--- src/hdl/ctu_pkg.sv ---
// package: register map, field positions, reset values and carrier types of the charge-time unit
package ctu_pkg;

	// register byte offsets on the apb bus
	localparam logic [7:0] OFS_CUR_CTRL = 8'h00; // current_source_control
	localparam logic [7:0] OFS_EDGE_LOW = 8'h04; // edge_config_status_low
	localparam logic [7:0] OFS_CTRL_HIGH = 8'h08; // unit_control_high
	localparam logic [7:0] OFS_IRQ_STAT = 8'h0c; // sticky event flags, write one to clear
	localparam logic [7:0] OFS_IRQ_MASK = 8'h10; // interrupt enables, same layout

	// current_source_control fields
	localparam int RANGE_LSB = 0;
	localparam int TRIM_LSB = 2;

	// edge_config_status_low fields
	localparam int FLAG1_BIT = 0;
	localparam int FLAG2_BIT = 1;
	localparam int SEL1_LSB = 2;
	localparam int POL1_BIT = 4;
	localparam int SEL2_LSB = 5;
	localparam int POL2_BIT = 7;

	// unit_control_high fields
	localparam int ORDER_BIT = 2;
	localparam int EDGE_INPUTS_ENABLE_BIT = 3;
	localparam int UNITEN_BIT = 7;

	// interrupt status/mask field: current source switched off
	localparam int IRQ_OFF_BIT = 0;

	// reset values: polarity bits low (negative), sequencing off, unit off
	localparam logic [7:0] CUR_CTRL_RST = 8'h00;
	localparam logic [7:0] EDGE_LOW_RST = 8'h00;
	localparam logic [7:0] CTRL_HIGH_RST = 8'h00;
	localparam logic [7:0] IRQ_RST = 8'h00;

	// edge source select codes
	localparam logic [1:0] SRC_PIN_A = 2'h0;
	localparam logic [1:0] SRC_PIN_B = 2'h1;
	localparam logic [1:0] SRC_TIMER = 2'h2;
	localparam logic [1:0] SRC_CMP = 2'h3;

	// apb read-out stage
	typedef enum logic [1:0] {
		ctu_idle_s = 2'b01,
		ctu_resp_s = 2'b10
	} ctu_bus_st_t;

	// edge source inputs, shared by both channels
	typedef struct packed {
		logic pin_a;
		logic pin_b;
		logic timer;
		logic cmp;
	} ctu_src_t;

	// analog-side outputs
	typedef struct packed {
		logic current_on;
		logic [1:0] range;
		logic [5:0] trim;
		logic unit_en;
	} ctu_ana_t;

	// whole state of the block
	typedef struct packed {
		ctu_bus_st_t bus_st;
		logic [7:0] cur_ctrl;
		logic [7:0] edge_low;
		logic [7:0] ctrl_high;
		logic [7:0] irq_stat;
		logic [7:0] irq_mask;
		logic [1:0] sync1;
		logic [1:0] sync2;
		logic cur_prev;
		logic [31:0] prdata;
		logic pready;
		logic pslverr;
		logic irq;
		ctu_ana_t ana;
	} ctu_state_t;

endpackage : ctu_pkg

--- src/hdl/ctu_edge_ctrl.sv ---
// module: apb-controlled edge channels, event flags and current-source gate of the charge-time unit
//
// Added by the designer: the address map and register access over APB.
`timescale 1ns/1ps

module ctu_edge_ctrl (
	// clock and reset
	input wire logic pclk,
	input wire logic presetn,
	// apb slave
	input wire logic psel,
	input wire logic penable,
	input wire logic pwrite,
	input wire logic [7:0] paddr,
	input wire logic [31:0] pwdata,
	output logic [31:0] prdata,
	output logic pready,
	output logic pslverr,
	// edge trigger sources
	input wire ctu_pkg::ctu_src_t src_in,
	// analog side
	output ctu_pkg::ctu_ana_t ana_out,
	// interrupt
	output logic irq
);

	ctu_pkg::ctu_state_t s_q; // registered state
	ctu_pkg::ctu_state_t s_d; // next state

	logic [1:0] sel1; // channel 1 source select
	logic [1:0] sel2; // channel 2 source select
	logic lvl1; // selected raw level, channel 1
	logic lvl2; // selected raw level, channel 2
	logic ev1; // channel 1 at event level
	logic ev2; // channel 2 at event level
	logic gate_on; // edges allowed through
	logic wr_acc; // write taken this edge
	logic rd_acc; // read taken this edge
	logic [7:0] wb; // low byte of write data
	logic [1:0] flags_nx; // next value of both status flags
	logic cur_nx; // next current source state

	assign sel1 = s_q.edge_low[ctu_pkg::SEL1_LSB +: 2];
	assign sel2 = s_q.edge_low[ctu_pkg::SEL2_LSB +: 2];

	// source multiplexer per channel
	function automatic logic pick(input logic [1:0] sel, input logic [3:0] lv);
		logic r;
		r = 1'b0;
		case (sel)
			ctu_pkg::SRC_PIN_A: r = lv[3];
			ctu_pkg::SRC_PIN_B: r = lv[2];
			ctu_pkg::SRC_TIMER: r = lv[1];
			ctu_pkg::SRC_CMP: r = lv[0];
			default: r = 1'b0;
		endcase
		return r;
	endfunction

	// level compare, using synchronised pins and raw timer and cmp levels so config writes see live levels
	always_comb begin
		lvl1 = pick(sel1, {s_q.sync2[1], s_q.sync2[0], src_in.timer, src_in.cmp});
		lvl2 = pick(sel2, {s_q.sync2[1], s_q.sync2[0], src_in.timer, src_in.cmp});
		// polarity low means an active-low level counts as the event
		ev1 = s_q.edge_low[ctu_pkg::POL1_BIT] ? lvl1 : ~lvl1;
		ev2 = s_q.edge_low[ctu_pkg::POL2_BIT] ? lvl2 : ~lvl2;
		gate_on = s_q.ctrl_high[ctu_pkg::UNITEN_BIT] & s_q.ctrl_high[ctu_pkg::EDGE_INPUTS_ENABLE_BIT];
	end

	assign wr_acc = psel & penable & pwrite & s_q.pready;
	assign rd_acc = psel & penable & ~pwrite & s_q.pready;
	assign wb = pwdata[7:0];

	// next-state logic
	always_comb begin
		s_d = s_q;
		// pin synchronisers, stage one feeds stage two only
		s_d.sync1 = {src_in.pin_a, src_in.pin_b};
		s_d.sync2 = s_q.sync1;
		flags_nx = {s_q.edge_low[ctu_pkg::FLAG2_BIT], s_q.edge_low[ctu_pkg::FLAG1_BIT]};

		// apb: one wait state, answer in the access cycle's second edge
		s_d.pready = 1'b0;
		s_d.pslverr = 1'b0;
		case (s_q.bus_st)
			ctu_pkg::ctu_idle_s: begin
				if (psel & penable) begin
					s_d.bus_st = ctu_pkg::ctu_resp_s;
					s_d.pready = 1'b1;
					s_d.prdata = 32'h0000_0000;
					case (paddr)
						ctu_pkg::OFS_CUR_CTRL: s_d.prdata[7:0] = s_q.cur_ctrl;
						ctu_pkg::OFS_EDGE_LOW: s_d.prdata[7:0] = s_q.edge_low;
						ctu_pkg::OFS_CTRL_HIGH: s_d.prdata[7:0] = s_q.ctrl_high;
						ctu_pkg::OFS_IRQ_STAT: s_d.prdata[7:0] = s_q.irq_stat;
						ctu_pkg::OFS_IRQ_MASK: s_d.prdata[7:0] = s_q.irq_mask;
						default: s_d.pslverr = 1'b1; // unmapped address
					endcase
				end
			end
			ctu_pkg::ctu_resp_s: begin
				s_d.bus_st = ctu_pkg::ctu_idle_s;
			end
			default: s_d.bus_st = ctu_pkg::ctu_idle_s;
		endcase

		// register writes take effect at the pready edge
		if (wr_acc) begin
			case (paddr)
				ctu_pkg::OFS_CUR_CTRL: s_d.cur_ctrl = wb;
				ctu_pkg::OFS_EDGE_LOW: begin
					s_d.edge_low = wb;
					flags_nx = {wb[ctu_pkg::FLAG2_BIT], wb[ctu_pkg::FLAG1_BIT]};
				end
				ctu_pkg::OFS_CTRL_HIGH: s_d.ctrl_high = wb;
				ctu_pkg::OFS_IRQ_MASK: s_d.irq_mask = wb;
				default: ;
			endcase
		end

		// hardware set wins over a same-cycle software clear; the level compare uses
		// current config so a config change matching the live level sets at once
		if (gate_on) begin
			if (ev1) begin
				flags_nx[0] = 1'b1;
			end
			if (ev2 && (!s_q.ctrl_high[ctu_pkg::ORDER_BIT] || s_q.edge_low[ctu_pkg::FLAG1_BIT])) begin
				flags_nx[1] = 1'b1;
			end
		end
		s_d.edge_low[ctu_pkg::FLAG1_BIT] = flags_nx[0];
		s_d.edge_low[ctu_pkg::FLAG2_BIT] = flags_nx[1];

		// current gate: exactly one flag and unit enabled
		cur_nx = (flags_nx[0] ^ flags_nx[1]) & s_d.ctrl_high[ctu_pkg::UNITEN_BIT];
		s_d.cur_prev = cur_nx;
		s_d.ana.current_on = cur_nx;
		s_d.ana.range = s_d.cur_ctrl[ctu_pkg::RANGE_LSB +: 2];
		s_d.ana.trim = s_d.cur_ctrl[ctu_pkg::TRIM_LSB +: 6];
		s_d.ana.unit_en = s_d.ctrl_high[ctu_pkg::UNITEN_BIT];

		// sticky off-event flag: write-one clears, new event wins
		if (wr_acc && paddr == ctu_pkg::OFS_IRQ_STAT) begin
			s_d.irq_stat = s_q.irq_stat & ~wb;
		end
		if (s_q.cur_prev && !cur_nx) begin
			s_d.irq_stat[ctu_pkg::IRQ_OFF_BIT] = 1'b1;
		end
		s_d.irq = |(s_d.irq_stat & s_d.irq_mask);
	end

	// state register; reset gives negative polarity and no sequencing
	always_ff @(posedge pclk or negedge presetn) begin
		if (!presetn) begin
			s_q.bus_st <= ctu_pkg::ctu_idle_s;
			s_q.cur_ctrl <= ctu_pkg::CUR_CTRL_RST;
			s_q.edge_low <= ctu_pkg::EDGE_LOW_RST;
			s_q.ctrl_high <= ctu_pkg::CTRL_HIGH_RST;
			s_q.irq_stat <= ctu_pkg::IRQ_RST;
			s_q.irq_mask <= ctu_pkg::IRQ_RST;
			s_q.sync1 <= 2'h0;
			s_q.sync2 <= 2'h0;
			s_q.cur_prev <= 1'b0;
			s_q.prdata <= 32'h0000_0000;
			s_q.pready <= 1'b0;
			s_q.pslverr <= 1'b0;
			s_q.irq <= 1'b0;
			s_q.ana <= '0;
		end else begin
			s_q <= s_d;
		end
	end

	// outputs straight from flip-flops
	assign prdata = s_q.prdata;
	assign pready = s_q.pready;
	assign pslverr = s_q.pslverr;
	assign ana_out = s_q.ana;
	assign irq = s_q.irq;

	// assertions
	property p_cur_one_flag;
		@(posedge pclk) disable iff (!presetn)
		s_q.ana.current_on == ((s_q.edge_low[0] ^ s_q.edge_low[1]) & s_q.ctrl_high[7]);
	endproperty
	a_cur_one_flag: assert property (p_cur_one_flag) else $error("current gate wrong");

	property p_flag_sticky;
		@(posedge pclk) disable iff (!presetn)
		(s_q.edge_low[0] && !(wr_acc && paddr == 8'h04)) |=> s_q.edge_low[0];
	endproperty
	a_flag_sticky: assert property (p_flag_sticky) else $error("flag 1 dropped");

	property p_order;
		@(posedge pclk) disable iff (!presetn)
		(s_q.ctrl_high[2] && !s_q.edge_low[0] && !s_q.edge_low[1] && !wr_acc) |=> !s_q.edge_low[1];
	endproperty
	a_order: assert property (p_order) else $error("channel 2 ahead of channel 1");

	property p_gate;
		@(posedge pclk) disable iff (!presetn)
		(!s_q.ctrl_high[3] && !s_q.edge_low[0] && !wr_acc) |=> !s_q.edge_low[0];
	endproperty
	a_gate: assert property (p_gate) else $error("edge passed while blocked");

	property p_set_on_event;
		@(posedge pclk) disable iff (!presetn)
		(gate_on && ev1) |=> s_q.edge_low[0];
	endproperty
	a_set_on_event: assert property (p_set_on_event) else $error("event missed");

	property p_irq_fall;
		@(posedge pclk) disable iff (!presetn)
		($fell(s_q.ana.current_on)) |-> s_q.irq_stat[0];
	endproperty
	a_irq_fall: assert property (p_irq_fall) else $error("off event not flagged");

	property p_irq_out;
		@(posedge pclk) disable iff (!presetn)
		(s_q.irq_stat[0] && s_q.irq_mask[0]) |-> irq;
	endproperty
	a_irq_out: assert property (p_irq_out) else $error("interrupt not raised");

	property p_sw_set;
		@(posedge pclk) disable iff (!presetn)
		(wr_acc && paddr == 8'h04 && wb[1:0] == 2'b01 && s_q.ctrl_high[7] && !gate_on) |=> s_q.ana.current_on;
	endproperty
	a_sw_set: assert property (p_sw_set) else $error("software set ignored");

	property p_trim;
		@(posedge pclk) disable iff (!presetn)
		(wr_acc && paddr == 8'h00) |=> (s_q.ana.trim == $past(wb[7:2]) && s_q.ana.range == $past(wb[1:0]));
	endproperty
	a_trim: assert property (p_trim) else $error("range or trim not applied");

	property p_sync;
		@(posedge pclk) disable iff (!presetn)
		s_q.sync2 == $past(s_q.sync1);
	endproperty
	a_sync: assert property (p_sync) else $error("sync stage skipped");

	// second flag holds like the first
	property p_flag2_sticky;
		@(posedge pclk) disable iff (!presetn)
		(s_q.edge_low[1] && !(wr_acc && paddr == ctu_pkg::OFS_EDGE_LOW)) |=> s_q.edge_low[1];
	endproperty
	a_flag2_sticky: assert property (p_flag2_sticky) else $error("flag 2 dropped");

	// channel 2 event taken once ordering allows it
	property p_set_on_event2;
		@(posedge pclk) disable iff (!presetn)
		(gate_on && ev2 && (!s_q.ctrl_high[2] || s_q.edge_low[0])) |=> s_q.edge_low[1];
	endproperty
	a_set_on_event2: assert property (p_set_on_event2) else $error("channel 2 event missed");

	// blocked edges leave the second flag alone too
	property p_gate2;
		@(posedge pclk) disable iff (!presetn)
		(!s_q.ctrl_high[3] && !s_q.edge_low[1] && !wr_acc) |=> !s_q.edge_low[1];
	endproperty
	a_gate2: assert property (p_gate2) else $error("channel 2 passed while blocked");

	// with the unit off only software moves the flags
	property p_unit_gate;
		@(posedge pclk) disable iff (!presetn)
		(!s_q.ctrl_high[7] && !wr_acc) |=> (s_q.edge_low[1:0] == $past(s_q.edge_low[1:0]));
	endproperty
	a_unit_gate: assert property (p_unit_gate) else $error("flag moved with unit off");

	// no charge flows with the unit switched off
	property p_cur_unit;
		@(posedge pclk) disable iff (!presetn)
		!s_q.ana.unit_en |-> !s_q.ana.current_on;
	endproperty
	a_cur_unit: assert property (p_cur_unit) else $error("current on with unit off");

	// writing both flags equal while edges are blocked switches the source off
	property p_sw_off;
		@(posedge pclk) disable iff (!presetn)
		(wr_acc && paddr == ctu_pkg::OFS_EDGE_LOW && wb[0] == wb[1] && !gate_on) |=> !s_q.ana.current_on;
	endproperty
	a_sw_off: assert property (p_sw_off) else $error("software clear ignored");

	// interrupt low while no enabled event waits
	property p_irq_low;
		@(posedge pclk) disable iff (!presetn)
		(!s_q.irq_stat[0] || !s_q.irq_mask[0]) |-> !irq;
	endproperty
	a_irq_low: assert property (p_irq_low) else $error("spurious interrupt");

	// off-event flag stays until a one is written to it
	property p_irq_sticky;
		@(posedge pclk) disable iff (!presetn)
		(s_q.irq_stat[0] && !(wr_acc && paddr == ctu_pkg::OFS_IRQ_STAT && wb[0])) |=> s_q.irq_stat[0];
	endproperty
	a_irq_sticky: assert property (p_irq_sticky) else $error("off event flag lost");

	// range and trim only move on a write
	property p_cur_hold;
		@(posedge pclk) disable iff (!presetn)
		!(wr_acc && paddr == ctu_pkg::OFS_CUR_CTRL) |=> ($stable(s_q.ana.range) && $stable(s_q.ana.trim));
	endproperty
	a_cur_hold: assert property (p_cur_hold) else $error("range or trim drifted");

	// first sync stage takes the raw pins
	property p_sync_in;
		@(posedge pclk) disable iff (!presetn)
		s_q.sync1 == $past({src_in.pin_a, src_in.pin_b});
	endproperty
	a_sync_in: assert property (p_sync_in) else $error("pin not captured");

	// low polarity takes a low raw level as the event
	property p_pol_low;
		@(posedge pclk) disable iff (!presetn)
		(gate_on && !s_q.edge_low[4] && !lvl1) |=> s_q.edge_low[0];
	endproperty
	a_pol_low: assert property (p_pol_low) else $error("low level not taken");

	// pready is a single-cycle answer
	property p_pready_pulse;
		@(posedge pclk) disable iff (!presetn)
		s_q.pready |=> !s_q.pready;
	endproperty
	a_pready_pulse: assert property (p_pready_pulse) else $error("pready held too long");

	// an access is answered after one wait state
	property p_pready_answer;
		@(posedge pclk) disable iff (!presetn)
		(psel && penable && !s_q.pready && s_q.bus_st == ctu_pkg::ctu_idle_s) |=> s_q.pready;
	endproperty
	a_pready_answer: assert property (p_pready_answer) else $error("access not answered");

	// error only rides on an answer
	property p_err_with_ready;
		@(posedge pclk) disable iff (!presetn)
		s_q.pslverr |-> s_q.pready;
	endproperty
	a_err_with_ready: assert property (p_err_with_ready) else $error("error without pready");

endmodule // ctu_edge_ctrl

--- config.mk ---
export PLATFORM = sky130hd
export DESIGN_NAME = ctu_edge_ctrl
export DESIGN_NICKNAME = d
export VERILOG_FILES = /design/src/hdl/ctu_pkg.sv /design/src/hdl/ctu_edge_ctrl.sv
export SDC_FILE = /design/constraint.sdc
export NUM_CORES = 1
export LEC_CHECK = 0
export BUFFER_PORTS_ARGS = -buffer_cell sky130_fd_sc_hd__buf_2
export CAP_MARGIN = 20
export CORE_ASPECT_RATIO = 1.1
export CORE_MARGIN = 4
export CORE_UTILIZATION = 51
export DETAILED_ROUTE_END_ITERATION = 12
export PLACE_DENSITY = 0.85
export SLEW_MARGIN = 20
export SYNTH_ARGS = -nofsm -noshare
export SYNTH_HDL_FRONTEND = slang
export SYNTH_SLANG_ARGS = --single-unit
--- constraint.sdc ---
create_clock -name pclk -period 2.1 [get_ports pclk]
set_input_delay 0.42 -clock pclk [delete_from_list [all_inputs] [get_ports pclk]]
set_output_delay 0.42 -clock pclk [all_outputs]
set_load 0.03 [all_outputs]
==> qor.yml <==
hold_class: "input pin to asynchronous set/reset pin"
rr_startpoint: "s_q[80]$_DFFE_PN0P_"
powerDensity_nw_per_um2: 676
syn_area_per_cell_um2: 11.9
grt_pass1_wl_mm: 9.87
finalWirelength_mm: 6.06
yosysWarnings: 0
cts.clk_slew.worst_paths_ns: 0.06
rr_worst_depth: 6
worstSetupPathType: "flop to flop"
port_buffers: 45
path_cells: "mux4_2, xnor2_1, a221o_1, xnor2_2, o31ai_2, o2111ai_1"
start_util_pct: 53.1
power_frac_seq_pct: 50.3
viasPerCell: 5.26
regToRegSetupSlack_ns: -0.01
fill_cells: 446
nets: 346
initialDrtViolationCount: 95
comb_power_share_pct: 8.2
pin_count: 94
place.gp.congestion: 0.843
synth_top_area_share_pct: 49.1
cp_slowest_cell: "mux4_2"
setup_viol: 1
postSynthCellCount: 244
r2r_end: "irq$_DFF_PN0_"
synth_edf_count: 0
cts.sinks: 58
antenna_found_initial: 0
grt_usage_pct: 18.9
synth_top_area_cell: "dfrtp_1"
coreArea_um2: 5470
grt_max_degree: 40
clock_path_buffers: 2
die_area_um2: 6960
fp.dieW_um: 79.9
cp_max_fo: 2
power.switching_uw: 558
vias: 1984
yosysMostFrequentCell: "dfrtp_1"
clock-root-buffer: "clkbuf_8"
grt_pass1_vias: 2008
wl_per_cell_um: 16.1
antenna_left: 0
overflow: 0
p_total_uw: 2260
fin_crit_sh_pct: 101
intPower_uw: 1700
place_area_um2: 3150
p_sw_share_pct: 24.7
failed_checks: "negative setup slack"
num_rows: 28
outcome: "complete, but fails checks"
crit_path_max_incr_delay_ns: 0.51
synth_seq_cells: 58
final-max-slew-violation-count: 0
cts_htree_levels: 3
route.detailed.drc: 0
arrival_ns: 2.32
p_leak_uw: 0.00175
startpoint_type: "flop"
hpwl_mm: 4.42
crit_path_end_kind: "flop"
die-height_um: 87.1
synth_cell_types: 42
synthTopCellsByArea: "dfrtp_1 (49%), mux2_2 (12%), buf_4 (11%)"
fin_crit_ns: 2.11
synth_flop_cell: "dfrtp_1"
synth_area_um2: 2900
rsz0062_at_grt: "yes"
hold_buffers: 0
cts_tree: "built"
synthTopCellsByCount: "dfrtp_1 (57), buf_4 (44), mux2_2 (32), nand2_1 (15), nor2_1 (12)"
drive_above_1_share_pct: 43.7
setup_ws_ns: -0.0141
final_cell_area_um2: 3340
ir_drop_uv: 556
worstPathRequired_ns: 2.30
maxCapViolations: 0
max_freq_mhz: 473
synthArstFlopShare_pct: 100
finClkSkew_ns: 0.00632
clk_latency_ns: 0.34
numCtsBuffers: 9
syn_to_final_growth_pct: 15.1
hold_violations: 0
diodes: 0
drtPass1Iterations: 4
ys_seq_area_share_pct: 50.0
pwr-share-clk_pct: 41.5
==> area by class of cell <==
cell class / instances / area [µm²] / area share [%]
clock inverter: 2 / 10.0 / 0.300
tap: 75 / 93.8 / 2.81
inverter: 6 / 22.5 / 0.674
clock buffer: 14 / 173 / 5.17
multi-input combinational: 154 / 1180 / 35.3
timing repair buffer: 68 / 410 / 12.3
sequential: 58 / 1450 / 43.5
==> cell families (layout without fill, tap and decap cells) <==
kind of cell,after synthesis,count (layout),synth area share [%]
DFF,58,58,50.0
other,1,24,0.129
and+or+nand+nor,45,45,8.88
AOI/OAI and AO/OA,42,42,10.6
buffers and inverters,55,90,12.8
muxes,40,40,16.6
xor gates and xnor gates,3,3,0.905
==> how the worst max path moves through the flow <==
stage / from / endpoint / slack (ns) / depth (start not counted)
floorplan: pready$_DFF_PN0_ / irq$_DFF_PN0_ / 0.07 / 7
global placement: paddr[5] / irq$_DFF_PN0_ / -0.20 / 8
detailed placement: paddr[5] / irq$_DFF_PN0_ / -0.20 / 8
CTS: s_q[80]$_DFFE_PN0P_ / irq$_DFF_PN0_ / -0.01 / 6
global route: s_q[80]$_DFFE_PN0P_ / irq$_DFF_PN0_ / -0.12 / 6
finish: s_q[80]$_DFFE_PN0P_ / irq$_DFF_PN0_ / -0.01 / 6
==> per-stage QoR <==
stage                     worst slack (ns)  instances  hold WS, ns  utilization, %  TNS, ns
after floorplan                     0.0706        267        0.124               -        0
after global placement              -0.202        362        0.332            57.7   -0.224
after detailed placement            -0.196        362        0.340            57.7   -0.238
after CTS                          -0.0107        377       0.0351            61.1  -0.0107
after global routing                -0.122        377       0.0572            61.1   -0.148
final                              -0.0141        377       0.0225            61.1  -0.0141
==> power by group through the flow <==
stage | clock (µW) | combinational [µW] | sequential (µW)
after floorplan | 0 | 129 | 1160
after global placement | 0 | 180 | 1160
after detailed placement | 0 | 183 | 1160
after CTS | 956 | 184 | 1140
after global routing | 1020 | 201 | 1140
final | 938 | 184 | 1140
==> routing by layer <==
metal	part of all wire, %	GRT usage, %
met5	0	0
met4	1.8	7.99
met3	6.8	5.07
met2	49	29.9
met1	43	24.5
==> flip-flops by register name, indices dropped and copies added, names as in the netlist <==
| name | count |
|---|---|
| ana_out | 8 |
| prdata | 8 |
| pslverr | 1 |
| pready | 1 |
| irq | 1 |
| s_d | 2 |
| s_q | 37 |
==> cell usage in the layout (no fill, tap or decap), types with 6 or more instances in the layout <==
| cell type | n |
|---|---|
| a21boi_0 | 7 |
| nand2_1 | 15 |
| nor2_1 | 12 |
| clkbuf_8 | 12 |
| mux2_2 | 32 |
| inv_1 | 6 |
| buf_2 | 45 |
| a22oi_1 | 9 |
| buf_4 | 22 |
| o21ai_0 | 9 |
| a221oi_1 | 8 |
| conb_1 | 24 |
| dfrtp_1 | 56 |
==> critical path, delay by kind of cell, from the launching register on <==
kind,cells,cell delay (ns)
DFF,1,0.38
xor gates and xnor gates,2,0.32
muxes,1,0.51
AOI/OAI and AO/OA,3,0.76
==> timing repair <==
item                                    in CTS  in global routing
endpoints found under the setup margin       1                  2
gates resized for setup                      3                  2
buffers inserted                             0                  0
pin swaps                                    3                  3
Power figures use the tool's default switching activity.
